<file path="src/temp_limit_pkg.sv">
// Constants, register map and timing figures of the temperature monitor
// Functional notes
// - Lines low past timeout reset serial logic
// - Readings are signed; remote is ten bits plus sign
// - Critical trip low from above limit until remote at or below limit minus hysteresis
// - Compare local reading with local high limit
// - Compare remote with high, low, critical limits
// - Alarm on above high/critical or below low
// - Alarm mask bit suppresses alarm output
// - Hysteresis decides when a condition clears
// - Standby bit stops continuous conversions
// - Standby PWM continues or stops per bit
// - Local reading and limits are eight bits
// - Remote reading left justified, two bytes
// - Remote reading corrected by signed offset pair
// - Fan speed counted from tachometer pulses
// - Fixed conversion time, idle delay sets rate
// - Status set per reading; drives alarm low
// - Status cleared by read except in comparator mode; host clears mask
package temp_limit_pkg;
	// Timing, in ns
	localparam int CLK_PERIOD_NS = 4;
	localparam int TIMEOUT_MIN_NS = 25_000_000;
	localparam int TIMEOUT_MAX_NS = 35_000_000;
	localparam int CONV_TIME_NS = 31_250_000;
	localparam int FAN_PULSE_INPUT_WINDOW_NS = 1_000_000_000;
	// Register offsets
	localparam logic [7:0] CONFIG = 8'h00;
	localparam logic [7:0] CONV_RATE = 8'h01;
	localparam logic [7:0] LOCAL_TEMP = 8'h02;
	localparam logic [7:0] LOCAL_HIGH = 8'h03;
	localparam logic [7:0] REMOTE_TEMP_HI = 8'h04;
	localparam logic [7:0] REMOTE_TEMP_LO = 8'h05;
	localparam logic [7:0] REMOTE_HIGH_HI = 8'h06;
	localparam logic [7:0] REMOTE_HIGH_LO = 8'h07;
	localparam logic [7:0] REMOTE_LOW_HI = 8'h08;
	localparam logic [7:0] REMOTE_LOW_LO = 8'h09;
	localparam logic [7:0] REMOTE_CRIT_HI = 8'h0A;
	localparam logic [7:0] REMOTE_CRIT_LO = 8'h0B;
	localparam logic [7:0] HYSTERESIS = 8'h0C;
	localparam logic [7:0] OFFSET_HI = 8'h0D;
	localparam logic [7:0] OFFSET_LO = 8'h0E;
	localparam logic [7:0] STATUS = 8'h0F;
	localparam logic [7:0] IRQ_MASK = 8'h10;
	localparam logic [7:0] FAN_PULSE_INPUT_LO = 8'h11;
	localparam logic [7:0] FAN_PULSE_INPUT_HI = 8'h12;
	localparam logic [7:0] PWM_DUTY = 8'h13;
	// Configuration bits
	localparam int CFG_ALARM_MASK = 0;
	localparam int CFG_STANDBY = 1;
	localparam int CFG_PWM_OFF_STBY = 2;
	localparam int CFG_COMPARATOR = 3;
	// Status bits
	localparam int ST_LOCAL_HIGH = 0;
	localparam int ST_REMOTE_HIGH = 1;
	localparam int ST_REMOTE_LOW = 2;
	localparam int ST_REMOTE_CRIT = 3;
	localparam int ST_BUSY = 7;
	localparam logic [7:0] ALARM_BITS = 8'h0F;
	// Reset values
	localparam logic [7:0] CONFIG_RST = 8'h00;
	localparam logic [7:0] RATE_RST = 8'h00;
	localparam logic [7:0] LOCAL_HIGH_RST = 8'h46;
	localparam logic [15:0] REMOTE_HIGH_RST = 16'h4600;
	localparam logic [15:0] REMOTE_LOW_RST = 16'h0000;
	localparam logic [15:0] REMOTE_CRIT_RST = 16'h5500;
	localparam logic [7:0] HYST_RST = 8'h0A;
	localparam logic [7:0] ZERO8 = 8'h00;
	localparam logic [15:0] ZERO16 = 16'h0000;
	localparam logic [15:0] FAN_PULSE_INPUT_FULL = 16'hFFFF;
endpackage

</file>
<file path="src/temp_limit_alert_monitor.sv">
// Digital back end: readings, limits, alarm, standby, PWM, fan_pulse_input, timeout
//
// Local design decisions: the strobed register port and the placing of the registers.
`timescale 1ns/1ps
module temp_limit_alert_monitor #(
	parameter int TIMEOUT_CYC = (temp_limit_pkg::TIMEOUT_MIN_NS
		+ temp_limit_pkg::CLK_PERIOD_NS - 1) / temp_limit_pkg::CLK_PERIOD_NS,
	parameter int CONV_CYC = temp_limit_pkg::CONV_TIME_NS
		/ temp_limit_pkg::CLK_PERIOD_NS,
	parameter int FAN_PULSE_INPUT_CYC = temp_limit_pkg::FAN_PULSE_INPUT_WINDOW_NS
		/ temp_limit_pkg::CLK_PERIOD_NS
) (
	// Clock and reset
	input wire logic sys_clk_i,
	input wire logic nrst_i,
	// Register port
	input wire logic [7:0] addr_i,
	input wire logic [7:0] wdata_i,
	input wire logic wr_i,
	input wire logic rd_i,
	output logic [7:0] rdata_o,
	// Converter results, same clock
	input wire logic [7:0] local_adc_i,
	input wire logic [10:0] remote_adc_i,
	output logic conv_busy_o,
	// Serial lines and serial engine pull requests
	input wire logic smb_clk_i,
	input wire logic smb_dat_i,
	input wire logic clk_pull_i,
	input wire logic dat_pull_i,
	output logic smb_clk_oe_o,
	output logic smb_dat_oe_o,
	output logic serial_reset_o,
	// Fan
	input wire logic fan_pulse_input_i,
	output logic pwm_o,
	// Alarms
	output logic alert_n_o,
	output logic tcrit_n_o,
	output logic irq_o
);
	typedef enum logic [1:0] {S_STANDBY, S_CONV, S_WAIT} conv_e;

	conv_e state;
	logic [7:0] config_reg, conv_rate, local_high, hyst, irq_mask, pwm_duty;
	logic [15:0] remote_high, remote_low, remote_crit, remote_offset;
	logic [7:0] local_temp_reading;
	logic [10:0] remote_temp_reading;
	logic [7:0] status;
	logic [3:0] active;
	logic [31:0] cyc_cnt, fan_pulse_input_win, line_low_cnt;
	logic [7:0] slot_cnt, pwm_cnt;
	logic [15:0] fan_pulse_input_cnt, fan_pulse_input_value;
	logic [1:0] clk_sync, dat_sync;
	logic [2:0] fan_sync;
	logic timed_out;

	// Register decode
	wire wr_cfg = wr_i && addr_i == temp_limit_pkg::CONFIG;
	wire wr_status = wr_i && addr_i == temp_limit_pkg::STATUS;
	wire rd_status = rd_i && addr_i == temp_limit_pkg::STATUS;
	wire standby = config_reg[temp_limit_pkg::CFG_STANDBY];
	wire comparator = config_reg[temp_limit_pkg::CFG_COMPARATOR];

	// Conversion timing
	wire conv_last = cyc_cnt == 32'(CONV_CYC - 1);
	wire eoc = state == S_CONV && conv_last;
	wire [7:0] idle_slots = 8'((9'h001 << conv_rate[2:0]) - 9'h001);

	// signed offset, remote units of 1/8 degree
	wire signed [11:0] offset_sum = 12'(signed'(remote_adc_i))
		+ 12'(signed'(remote_offset[15:5]));
	// saturate to ten bits plus sign
	wire [10:0] remote_corr = (offset_sum > 12'sd1023) ? 11'h3FF :
		(offset_sum < -12'sd1024) ? 11'h400 : offset_sum[10:0];

	// Comparison operands widened, 1/8 degree units for remote
	wire signed [12:0] r_val = 13'(signed'(remote_corr));
	wire signed [12:0] r_hi = 13'(signed'(remote_high[15:5]));
	wire signed [12:0] r_lo = 13'(signed'(remote_low[15:5]));
	wire signed [12:0] r_cr = 13'(signed'(remote_crit[15:5]));
	wire signed [12:0] r_hy = signed'({2'b00, hyst, 3'b000});
	wire signed [9:0] l_val = 10'(signed'(local_adc_i));
	wire signed [9:0] l_hi = 10'(signed'(local_high));
	wire signed [9:0] l_hy = signed'({2'b00, hyst});

	wire l_hi_set = l_val > l_hi;
	// clears only at or below limit minus hysteresis
	wire l_hi_clr = l_val <= l_hi - l_hy;
	// remote against high, low and critical
	wire r_hi_set = r_val > r_hi;
	wire r_hi_clr = r_val <= r_hi - r_hy;
	wire r_lo_set = r_val < r_lo;
	wire r_lo_clr = r_val >= r_lo + r_hy;
	wire r_cr_set = r_val > r_cr;
	wire r_cr_clr = r_val <= r_cr - r_hy;
	wire [3:0] cond_set = {r_cr_set, r_lo_set, r_hi_set, l_hi_set};
	wire [3:0] cond_clr = {r_cr_clr, r_lo_clr, r_hi_clr, l_hi_clr};
	wire [3:0] next_active = (active | cond_set) & ~(cond_clr & ~cond_set);

	// status from each reading; read clears except in comparator mode, set wins
	wire [3:0] st_clear = (rd_status ? 4'hF : 4'h0)
		| (wr_status ? wdata_i[3:0] : 4'h0);
	wire [3:0] st_set = eoc ? next_active : 4'h0;
	wire [3:0] next_status = comparator ? (eoc ? next_active : active)
		: ((status[3:0] & ~st_clear) | st_set);
	// read of pending status outside comparator mode sets the alarm mask
	wire mask_on_read = rd_status && !comparator && (|status[3:0]);
	wire [3:0] pending = status[3:0] & ~irq_mask[3:0];

	// either line low counts toward the timeout
	wire line_low = !clk_sync[1] || !dat_sync[1];
	wire fan_rise = fan_sync[1] && !fan_sync[2];
	wire fan_pulse_input_end = fan_pulse_input_win == 32'(FAN_PULSE_INPUT_CYC - 1);

	// Read mux
	logic [7:0] read_word;
	always_comb begin
		unique case (addr_i)
			temp_limit_pkg::CONFIG: read_word = config_reg;
			temp_limit_pkg::CONV_RATE: read_word = conv_rate;
			temp_limit_pkg::LOCAL_TEMP: read_word = local_temp_reading;
			temp_limit_pkg::LOCAL_HIGH: read_word = local_high;
			temp_limit_pkg::REMOTE_TEMP_HI: read_word = remote_temp_reading[10:3];
			temp_limit_pkg::REMOTE_TEMP_LO:
				read_word = {remote_temp_reading[2:0], 5'b00000};
			temp_limit_pkg::REMOTE_HIGH_HI: read_word = remote_high[15:8];
			temp_limit_pkg::REMOTE_HIGH_LO: read_word = remote_high[7:0];
			temp_limit_pkg::REMOTE_LOW_HI: read_word = remote_low[15:8];
			temp_limit_pkg::REMOTE_LOW_LO: read_word = remote_low[7:0];
			temp_limit_pkg::REMOTE_CRIT_HI: read_word = remote_crit[15:8];
			temp_limit_pkg::REMOTE_CRIT_LO: read_word = remote_crit[7:0];
			temp_limit_pkg::HYSTERESIS: read_word = hyst;
			temp_limit_pkg::OFFSET_HI: read_word = remote_offset[15:8];
			temp_limit_pkg::OFFSET_LO: read_word = remote_offset[7:0];
			temp_limit_pkg::STATUS: read_word = status;
			temp_limit_pkg::IRQ_MASK: read_word = irq_mask;
			temp_limit_pkg::FAN_PULSE_INPUT_LO: read_word = fan_pulse_input_value[7:0];
			temp_limit_pkg::FAN_PULSE_INPUT_HI: read_word = fan_pulse_input_value[15:8];
			temp_limit_pkg::PWM_DUTY: read_word = pwm_duty;
			default: read_word = temp_limit_pkg::ZERO8;
		endcase
	end

	// register port has no standby gating
	always_ff @(posedge sys_clk_i) begin
		if (!nrst_i) begin
			rdata_o <= temp_limit_pkg::ZERO8;
		end else begin
			rdata_o <= rd_i ? read_word : temp_limit_pkg::ZERO8;
		end
	end

	// Writable registers
	always_ff @(posedge sys_clk_i) begin
		if (!nrst_i) begin
			config_reg <= temp_limit_pkg::CONFIG_RST;
			conv_rate <= temp_limit_pkg::RATE_RST;
			local_high <= temp_limit_pkg::LOCAL_HIGH_RST;
			remote_high <= temp_limit_pkg::REMOTE_HIGH_RST;
			remote_low <= temp_limit_pkg::REMOTE_LOW_RST;
			remote_crit <= temp_limit_pkg::REMOTE_CRIT_RST;
			hyst <= temp_limit_pkg::HYST_RST;
			remote_offset <= temp_limit_pkg::ZERO16;
			irq_mask <= temp_limit_pkg::ZERO8;
			pwm_duty <= temp_limit_pkg::ZERO8;
		end else begin
			if (wr_cfg) begin
				config_reg <= wdata_i;
			end else if (mask_on_read) begin
				config_reg[temp_limit_pkg::CFG_ALARM_MASK] <= 1'b1;
			end
			if (wr_i) begin
				unique case (addr_i)
					temp_limit_pkg::CONV_RATE: conv_rate <= wdata_i;
					temp_limit_pkg::LOCAL_HIGH: local_high <= wdata_i;
					temp_limit_pkg::REMOTE_HIGH_HI: remote_high[15:8] <= wdata_i;
					temp_limit_pkg::REMOTE_HIGH_LO: remote_high[7:0] <= wdata_i;
					temp_limit_pkg::REMOTE_LOW_HI: remote_low[15:8] <= wdata_i;
					temp_limit_pkg::REMOTE_LOW_LO: remote_low[7:0] <= wdata_i;
					temp_limit_pkg::REMOTE_CRIT_HI: remote_crit[15:8] <= wdata_i;
					temp_limit_pkg::REMOTE_CRIT_LO: remote_crit[7:0] <= wdata_i;
					temp_limit_pkg::HYSTERESIS: hyst <= wdata_i;
					temp_limit_pkg::OFFSET_HI: remote_offset[15:8] <= wdata_i;
					temp_limit_pkg::OFFSET_LO: remote_offset[7:0] <= wdata_i;
					temp_limit_pkg::IRQ_MASK: irq_mask <= wdata_i;
					temp_limit_pkg::PWM_DUTY: pwm_duty <= wdata_i;
					default: ;
				endcase
			end
		end
	end

	// fixed conversion, then whole idle conversion slots
	always_ff @(posedge sys_clk_i) begin
		if (!nrst_i) begin
			state <= S_CONV;
			cyc_cnt <= '0;
			slot_cnt <= temp_limit_pkg::ZERO8;
		end else if (standby) begin
			state <= S_STANDBY;
			cyc_cnt <= '0;
			slot_cnt <= temp_limit_pkg::ZERO8;
		end else begin
			cyc_cnt <= conv_last ? '0 : cyc_cnt + 32'd1;
			unique case (state)
				S_STANDBY: begin
					state <= S_CONV;
					cyc_cnt <= '0;
				end
				S_CONV: begin
					if (conv_last && idle_slots != 8'h00) begin
						state <= S_WAIT;
						slot_cnt <= idle_slots;
					end
				end
				S_WAIT: begin
					if (conv_last) begin
						slot_cnt <= slot_cnt - 8'h01;
						if (slot_cnt == 8'h01) begin
							state <= S_CONV;
						end
					end
				end
			endcase
		end
	end

	// Readings, conditions, status and alarm outputs
	always_ff @(posedge sys_clk_i) begin
		if (!nrst_i) begin
			local_temp_reading <= temp_limit_pkg::ZERO8;
			remote_temp_reading <= '0;
			active <= 4'h0;
			status <= temp_limit_pkg::ZERO8;
			conv_busy_o <= 1'b0;
			alert_n_o <= 1'b1;
			tcrit_n_o <= 1'b1;
			irq_o <= 1'b0;
		end else begin
			if (eoc) begin
				local_temp_reading <= local_adc_i;
				remote_temp_reading <= remote_corr;
				active <= next_active;
			end
			status[3:0] <= next_status;
			status[temp_limit_pkg::ST_BUSY] <= state == S_CONV;
			conv_busy_o <= state == S_CONV;
			irq_o <= |pending;
			// any set limit status bit; mask suppresses
			// IRQ mask gates only irq_o, never the alarm pin
			alert_n_o <= !((|status[3:0])
				&& !config_reg[temp_limit_pkg::CFG_ALARM_MASK]);
			tcrit_n_o <= !(eoc ? next_active[3] : active[3]);
		end
	end

	// Line synchronisers and timeout
	always_ff @(posedge sys_clk_i) begin
		if (!nrst_i) begin
			clk_sync <= 2'b11;
			dat_sync <= 2'b11;
			line_low_cnt <= '0;
			timed_out <= 1'b0;
			serial_reset_o <= 1'b0;
			smb_clk_oe_o <= 1'b0;
			smb_dat_oe_o <= 1'b0;
		end else begin
			clk_sync <= {clk_sync[0], smb_clk_i};
			dat_sync <= {dat_sync[0], smb_dat_i};
			line_low_cnt <= line_low ? line_low_cnt + 32'd1 : '0;
			serial_reset_o <= 1'b0;
			// reset serial logic, release both lines
			if (line_low && line_low_cnt == 32'(TIMEOUT_CYC - 1)) begin
				timed_out <= 1'b1;
				serial_reset_o <= 1'b1;
			end else if (!line_low) begin
				timed_out <= 1'b0;
			end
			smb_clk_oe_o <= clk_pull_i && !timed_out
				&& !(line_low && line_low_cnt == 32'(TIMEOUT_CYC - 1));
			smb_dat_oe_o <= dat_pull_i && !timed_out
				&& !(line_low && line_low_cnt == 32'(TIMEOUT_CYC - 1));
		end
	end

	// rising fan_pulse_input edges counted per window, saturating
	always_ff @(posedge sys_clk_i) begin
		if (!nrst_i) begin
			// Pulled-up pin idles high; no false edge after reset
			fan_sync <= 3'b111;
			fan_pulse_input_win <= '0;
			fan_pulse_input_cnt <= temp_limit_pkg::ZERO16;
			fan_pulse_input_value <= temp_limit_pkg::ZERO16;
		end else begin
			fan_sync <= {fan_sync[1:0], fan_pulse_input_i};
			fan_pulse_input_win <= fan_pulse_input_end ? '0 : fan_pulse_input_win + 32'd1;
			if (fan_pulse_input_end) begin
				fan_pulse_input_value <= fan_pulse_input_cnt;
				fan_pulse_input_cnt <= temp_limit_pkg::ZERO16;
			end else if (fan_rise && fan_pulse_input_cnt != temp_limit_pkg::FAN_PULSE_INPUT_FULL) begin
				fan_pulse_input_cnt <= fan_pulse_input_cnt + 16'h0001;
			end
		end
	end

	always_ff @(posedge sys_clk_i) begin
		if (!nrst_i) begin
			pwm_cnt <= temp_limit_pkg::ZERO8;
			pwm_o <= 1'b0;
		end else begin
			pwm_cnt <= pwm_cnt + 8'h01;
			pwm_o <= pwm_cnt < pwm_duty && !(standby
				&& config_reg[temp_limit_pkg::CFG_PWM_OFF_STBY]);
		end
	end
endmodule // temp_limit_alert_monitor

</file>
<file path="config.mk">
export PLATFORM = sky130hd
export DESIGN_NAME = temp_limit_alert_monitor
export DESIGN_NICKNAME = d
export VERILOG_FILES = /design/src/temp_limit_pkg.sv /design/src/temp_limit_alert_monitor.sv
export SDC_FILE = /design/constraint.sdc
export NUM_CORES = 1
export LEC_CHECK = 0
export BUFFER_PORTS_ARGS = -buffer_cell sky130_fd_sc_hd__buf_2
export CELL_PAD_IN_SITES_DETAIL_PLACEMENT = 1
export CELL_PAD_IN_SITES_GLOBAL_PLACEMENT = 1
export CORE_MARGIN = 1
export CORE_UTILIZATION = 48
export CTS_CLUSTER_DIAMETER = 100
export DETAILED_ROUTE_END_ITERATION = 12
export GPL_TIMING_DRIVEN = 1
export HOLD_SLACK_MARGIN = 0.1
export MAX_ROUTING_LAYER = met4
export PLACE_DENSITY_LB_ADDON = 0.1
export SLEW_MARGIN = 30
export SYNTH_ARGS = -nofsm -noshare
export SYNTH_HDL_FRONTEND = slang
export SYNTH_SLANG_ARGS = --single-unit
</file>
<file path="constraint.sdc">
create_clock -name sys_clk_i -period 5.65 [get_ports sys_clk_i]
set_input_delay 0.2825 -clock sys_clk_i [delete_from_list [all_inputs] [get_ports sys_clk_i]]
set_output_delay 0.2825 -clock sys_clk_i [all_outputs]
set_load 0.05 [all_outputs]
</file>
# [After elaboration in Yosys (flattened, before gate mapping)]
# Cells that the tools add are included.
[classes] muxes=22 addsub=12 reduce_logical=56 shifts=1 n_eq_ne=33 magnitude_cmp=11 n_bitwise=12
[op_table] op="one-hot mux 8 bit (20 select lines)" n=1
[op_table] op="adder 32 x 1 -> 32 bit (second input constant)" n=3
[op_table] op="== test 32 x 23 -> 1 bit (second input constant)" n=2
[op_table] op="== test 8 x 4 -> 1 bit (second input constant)" n=8
[op_table] op="== test 32 x 28 -> 1 bit (second input constant)" n=1
[op_table] op="== test 8 x 3 -> 1 bit (second input constant)" n=4
[op_table] op="== test 8 x 5 -> 1 bit (second input constant)" n=4
[op_table] op="AND reduction 2 bit" n=15
[op_table] op="<= comparator 11 x 13 -> 1 bit" n=2
[op_table] op="subtractor 11 x 12 -> 13 bit" n=2
[op_table] op="greater-than comparator 11 bit" n=2
[op_table] op="two-way mux 11 bit" n=2
[op_table] op="two-way mux 4 bit" n=5
[op_table] op="logical AND 1 bit" n=17
[op_table] op="adder 16 x 1 -> 16 bit (second input constant)" n=1
[op_table] op="bitwise AND 4 bit" n=4
[op_table] op="== test 8 x 1 -> 1 bit (second input constant)" n=2
[op_table] op="== test 8 x 2 -> 1 bit (second input constant)" n=2
[op_table] op="two-way mux 8 bit" n=2
[op_table] op="inequality test 16 bit (second input constant)" n=1
[op_table] op="NOT 4 bit" n=4
[op_table] op="one-hot mux 8 bit (2 select lines)" n=1
[op_table] op="subtractor 8 x 1 -> 8 bit (second input constant)" n=2
[op_table] op="adder 11 x 12 -> 13 bit" n=1
[op_table] op="30 further kinds" n=59
[totals] output_inout_bits=16 elab_cells=188 reg_bits=309 input_bits=44

# [Logic depth before layout (Yosys ltp)]
[depth] word_depth=12 ltp_mapped=22 ltp_nobuf=22

# [Worst setup path before layout]
# No wires, ideal clock.
[synth_path] path_kind="reg2reg" startpoint="reg remote_offset[5]" endpoint="reg status[2]" setup_ps=126 arrival_time_ps=3949 stages_incl_launch_ff=21 path_buffers=1 required_ps=5524 setup_slack_ps=1575 synth_period_minus_slack_ps=4075 cell_sequence="dfxtp_1 -> ha_1 -> inv_1 -> fa_1 -> and2b_1 -> o22ai_2 -> o211ai_4 -> buf_4 -> nand3_2 -> a21oi_1 -> a21oi_1 -> ha_1 -> a21o_1 -> a21oi_1 -> or2_2 -> o211ai_1 -> a221oi_1 -> maj3_1 -> o21a_1 -> nor4_1 -> nor3b_1"
[synth_via] elab_chain_cells=12 elab_cells_between_ends=16 classes_between="add/sub: 1; order compare: 4; mux: 5; bitwise: 6"
[synth_lines] element="from (decl)" line="temp_limit_alert_monitor.sv:46" text="logic [15:0] remote_high, remote_low, remote_crit, remote_offset;"
[synth_lines] element="from (signal assigned)" line="temp_limit_alert_monitor.sv:164" text="remote_offset <= temp_limit_pkg::ZERO16;"
[synth_lines] element="from (signal assigned)" line="temp_limit_alert_monitor.sv:185" text="temp_limit_pkg::OFFSET_LO: remote_offset[7:0] <= wdata_i;"
[synth_lines] element="adder 11 x 11 -> 12 bit *" line="temp_limit_alert_monitor.sv:72" text="+ 12'(signed'(remote_offset[15:5]));"
[synth_lines] element="< comparator 12 x 11 -> 1 bit" line="temp_limit_alert_monitor.sv:75" text="(offset_sum < -12'sd1024) ? 11'h400 : offset_sum[10:0];"
[synth_lines] element="two-way mux 11 bit" line="temp_limit_alert_monitor.sv:75"
[synth_lines] element="two-way mux 11 bit *" line="temp_limit_alert_monitor.sv:74" text="wire [10:0] remote_corr = (offset_sum > 12'sd1023) ? 11'h3FF :"
[synth_lines] element="named net remote_corr[1]" line="temp_limit_alert_monitor.sv:74"
[synth_lines] element="< comparator 11 bit" line="temp_limit_alert_monitor.sv:93" text="wire r_lo_set = r_val < r_lo;"
[synth_lines] element="NOT 4 bit" line="temp_limit_alert_monitor.sv:99" text="wire [3:0] next_active = (active | cond_set) & ~(cond_clr & ~cond_set);"
[synth_lines] element="bitwise AND 4 bit" line="temp_limit_alert_monitor.sv:99"
[synth_lines] element="NOT 4 bit" line="temp_limit_alert_monitor.sv:99"
[synth_lines] element="bitwise AND 4 bit *" line="temp_limit_alert_monitor.sv:99"
[synth_lines] element="two-way mux 4 bit" line="temp_limit_alert_monitor.sv:104" text="wire [3:0] st_set = eoc ? next_active : 4'h0;"
[synth_lines] element="OR 4 bit" line="temp_limit_alert_monitor.sv:106" text=": ((status[3:0] & ~st_clear) | st_set);"
[synth_lines] element="two-way mux 4 bit *" line="temp_limit_alert_monitor.sv:105" text="wire [3:0] next_status = comparator ? (eoc ? next_active : active)"
[synth_lines] element="to (signal assigned)" line="temp_limit_alert_monitor.sv:235" text="status <= temp_limit_pkg::ZERO8;"
[synth_lines] element="to (signal assigned)" line="temp_limit_alert_monitor.sv:246" text="status[3:0] <= next_status;"
[synth_lines] element="to (decl)" line="temp_limit_alert_monitor.sv:49" text="logic [7:0] status;"
# The timed path passes the listed nets; every way through them passes the cells marked *.
# A chain may end at the register's enable or synchronous reset.

# [Worst setup path after layout]
[layout_path] startpoint="reg remote_offset[5]" endpoint="reg status[3]"
[layout_via] elab_chain_cells=12 elab_cells_between_ends=16 classes_between="add/sub: 1; order compare: 4; mux: 5; bitwise: 6"
[layout_lines] element="adder 11 x 11 -> 12 bit *" line="temp_limit_alert_monitor.sv:72"
[layout_lines] element="< comparator 12 x 11 -> 1 bit" line="temp_limit_alert_monitor.sv:75"
[layout_lines] element="two-way mux 11 bit" line="temp_limit_alert_monitor.sv:75"
[layout_lines] element="two-way mux 11 bit *" line="temp_limit_alert_monitor.sv:74"
[layout_lines] element="named net remote_corr[7]" line="temp_limit_alert_monitor.sv:74"
[layout_lines] element="greater-than comparator 11 bit" line="temp_limit_alert_monitor.sv:95" text="wire r_cr_set = r_val > r_cr;"
[layout_lines] element="NOT 4 bit" line="temp_limit_alert_monitor.sv:99"
[layout_lines] element="bitwise AND 4 bit" line="temp_limit_alert_monitor.sv:99"
[layout_lines] element="NOT 4 bit" line="temp_limit_alert_monitor.sv:99"
[layout_lines] element="bitwise AND 4 bit *" line="temp_limit_alert_monitor.sv:99"
[layout_lines] element="two-way mux 4 bit" line="temp_limit_alert_monitor.sv:104"
[layout_lines] element="OR 4 bit" line="temp_limit_alert_monitor.sv:106"
[layout_lines] element="two-way mux 4 bit *" line="temp_limit_alert_monitor.sv:105"
# Marked as above.

==> metrics.cfg <==
[place]
numPortBuffers = 59
gp_congestion = 0.964
pre_cts_ws_ns = 1.01
dp_hpwl_mm = 43.2

[die]
die_h_um = 195
ios = 60
die_width_um = 195
dieArea_mm2 = 0.0381
num_rows = 70
start_util_pct = 48.9
coreArea_mm2 = 0.0366

[clock_tree]
clk_pin_slew_ns = 0.06
cts_tree = yes
clock_sinks = 309
clk_path_buf_depth = 3
post_cts_buffers = 0
htreeDepth = 2
numCtsBuffers = 36
clock_latency_ns = 0.55
root_buffer = clkbuf_16
cts_resized = 0

[sta]
clock_skew_ns = 0.0164
hold_viol = 0
rsz0062_at_grt = false
fin_setup_tns_ns = 0
max_freq_mhz = 214
drv_slew = 0
slew_headroom_pct = 31.1
worstMarginPinSlew_ns = 1.03
final.setup.worst_slack_ns = 0.969
layout_min_cycle_time_ns = 4.68
setup_viol = 0
whs_ns = 0.112
fin_crit_sh_pct = 82.8

[global_route]
grt_pass1_vias = 16900
grt-ovfl-total = 0
grt_max_degree = 92
grt_first_pass_wirelength_mm = 94.3
grt_usage_pct = 32.4
antenna_found_initial = 1

[run_status]
status = finished clean

[finish]
layout.nets = 2362
drive_gt1_share_pct = 7.93
final-seq-area_mm2 = 0.00619
largest_registers = cyc_cnt (32), fan_pulse_input_win (32), line_low_cnt (32)
multiInputGateArea_mm2 = 0.0110
fillCellCount = 4415
area_growth_pct = 11.1

[min_path]
worstHoldPathType = primary input to flip-flop

[logic_synthesis]
synth_edf_count = 0
syn-instance-count = 2155
synthArstFlopShare_pct = 0
synth_top_area_cell = dfxtp_1
yosys_warnings = 0
synthDistinctLibCells = 81
synth_seq_cells = 309
synth_nets = 2321
synth-seq-area-share_pct = 34.6
synth_top_cell_area_share_pct = 34.6
syn_area_mm2 = 0.0179
ys.flop_type = dfxtp_1
syn_area_per_cell_um2 = 8.30
synth_area_leaders = dfxtp_1 (35%), ha_1 (8.2%), nand2_1 (5.3%)

[worst_setup_path]
start_kind = flip-flop
arrival_ns = 5.12
required_ns = 6.09
critPathKind = flip-flop to flip-flop
cp_max_fo = 18
end_kind = flip-flop

[power]
ir_worst_vdd_mv = 0.234
power_density_mw_per_mm2 = 240
p_leak_nw = 7.50

[drt]
num_vias = 16400
drt_iter0_markers = 1098
wire_per_inst_um = 22.2
ant_nets = 0
postRouteWirelength_mm = 59.6
drc_errors = 0
vias_per_cell = 6.11
drtPass1Iterations = 5

[flow_run]
drv_cap = 0

[synth_stat cells, drive strengths merged (5+ instances only)]
master  count
nor4       15
mux4        8
nand2     254
buf        12
o21a       16
o22ai       8
a221oi     17
nor4b       8
a22oi      39
nor2      210
and4        6
a22o       10
nand3     143
nor3b       6
nand2b     27
o211a       8
or2         8
o21bai      8
dfxtp     309
nand4      34
nor4bb      6
inv        98
o211ai     21
nor2b      50
xnor2      68
or3        18
a21oi      77
nor3       21
xor2       79
a21boi     99
a32oi       5
a31oi      13
fa          5
mux2i      37
clkbuf     81
and2       22
a211oi      8
a21o       16
o21ai      68
ha        117
maj3       19
and3       37
[logic make-up after synthesis]
group	count (synthesis)	share of synthesized area [%]
adder cells (fa/ha/maj)	141	9.83
XOR/XNOR	147	7.19
flip-flops	309	34.6
multiplexers	45	3.08
buffers and inverters	191	4.14
AND/OR/NAND/NOR	875	23.5
AO/OA/AOI/OAI	447	17.7
[layout make-up]
class | count | share of cell area (%)
Clock buffer | 52 | 5.30
Timing Repair Buffer | 96 | 3.06
Sequential cell | 309 | 31.1
Multi-Input combinational cell | 1655 | 55.4
Clock inverter | 10 | 0.327
Antenna cell | 1 | 0.0126
Tap cell | 468 | 2.94
Inverter | 98 | 1.85
[per-stage QoR]
stage / instance area [µm²] / power [mW] / utilization [%] / std cells
after floorplan: 17900 / 2.46 / - / 2155
after global placement: 18600 / 2.56 / 50.9 / 2613
after detailed placement: 18600 / 2.57 / 50.9 / 2613
after CTS: 19900 / 4.82 / 54.3 / 2688
after global routing: 19900 / 4.93 / 54.3 / 2689
final: 19900 / 4.78 / 54.3 / 2689
[critical path: stages, from the launching register on]
cell,delay [ns]
dfxtp_1,0.36
ha_1,0.19
inv_1,0.06
fa_1,0.39
and2b_1,0.26
o22ai_2,0.16
o211ai_4,0.50
a311oi_1,0.25
o21ai_0,0.53
o21a_1,0.33
inv_1,0.14
ha_1,0.22
maj3_2,0.31
a221o_1,0.30
o2111ai_1,0.25
a31oi_1,0.13
o21a_1,0.18
[metal layers]
layer / vias to the layer above / wire length (µm) / global-route usage (%) / part of all wire, %
met5: - / 0 / - / 0
met4: 0 / 1540 / 9.16 / 2.6
met3: 124 / 4000 / 5.61 / 6.7
met2: 476 / 28300 / 53.0 / 47
met1: 8152 / 25800 / 41.0 / 43
li1: 7676 / - / - / -
[report_power, final]
part	switching, mW	internal (mW)	total [mW]
sequential	0.00999	2.19	2.20
clock	0.944	1.30	2.24
combinational	0.216	0.119	0.335
[path summary, 6_finish.rpt]
kind | startpoint | end | slack [ns] | cells after the start
worst min-delay path | local_adc_i[7] | local_temp_reading[7] | 0.11 | 3
worst max register to register | remote_offset[5] | status[3] | 0.97 | 16
worst max-delay path | remote_offset[5] | status[3] | 0.97 | 16
worst min register to register | dat_sync[0] | dat_sync[1] | 0.41 | 1
[cell usage in the layout (no fill, tap or decap), types with 8 or more instances in the layout]
cell	n
a31oi_1	13
nand4_1	34
nand2_1	254
clkinv_2	8
maj3_1	15
and3_1	37
a22o_1	10
mux4_2	8
a221oi_1	17
a21o_1	16
nor4b_1	8
o21ai_0	63
nor2_1	210
a21oi_1	75
dlygate4sd3_1	13
o21a_1	15
inv_1	98
nor2b_1	50
nor4_1	13
nor3_1	16
xnor2_1	68
buf_4	25
mux2i_1	37
xor2_1	79
nand2b_1	27
dfxtp_1	309
o21bai_1	8
clkbuf_16	38
a22oi_1	38
nand3_1	142
o211a_1	8
and2_1	21
clkbuf_1	9
or3_1	17
o211ai_1	18
ha_1	117
buf_2	58
a21boi_0	99
[timing repair]
action                                  CTS  global route
endpoints found under the setup margin    0             0
hold buffers                             13             0
endpoints found under the hold margin    15             0
Note: power is estimated with default switching activity, not from simulation.
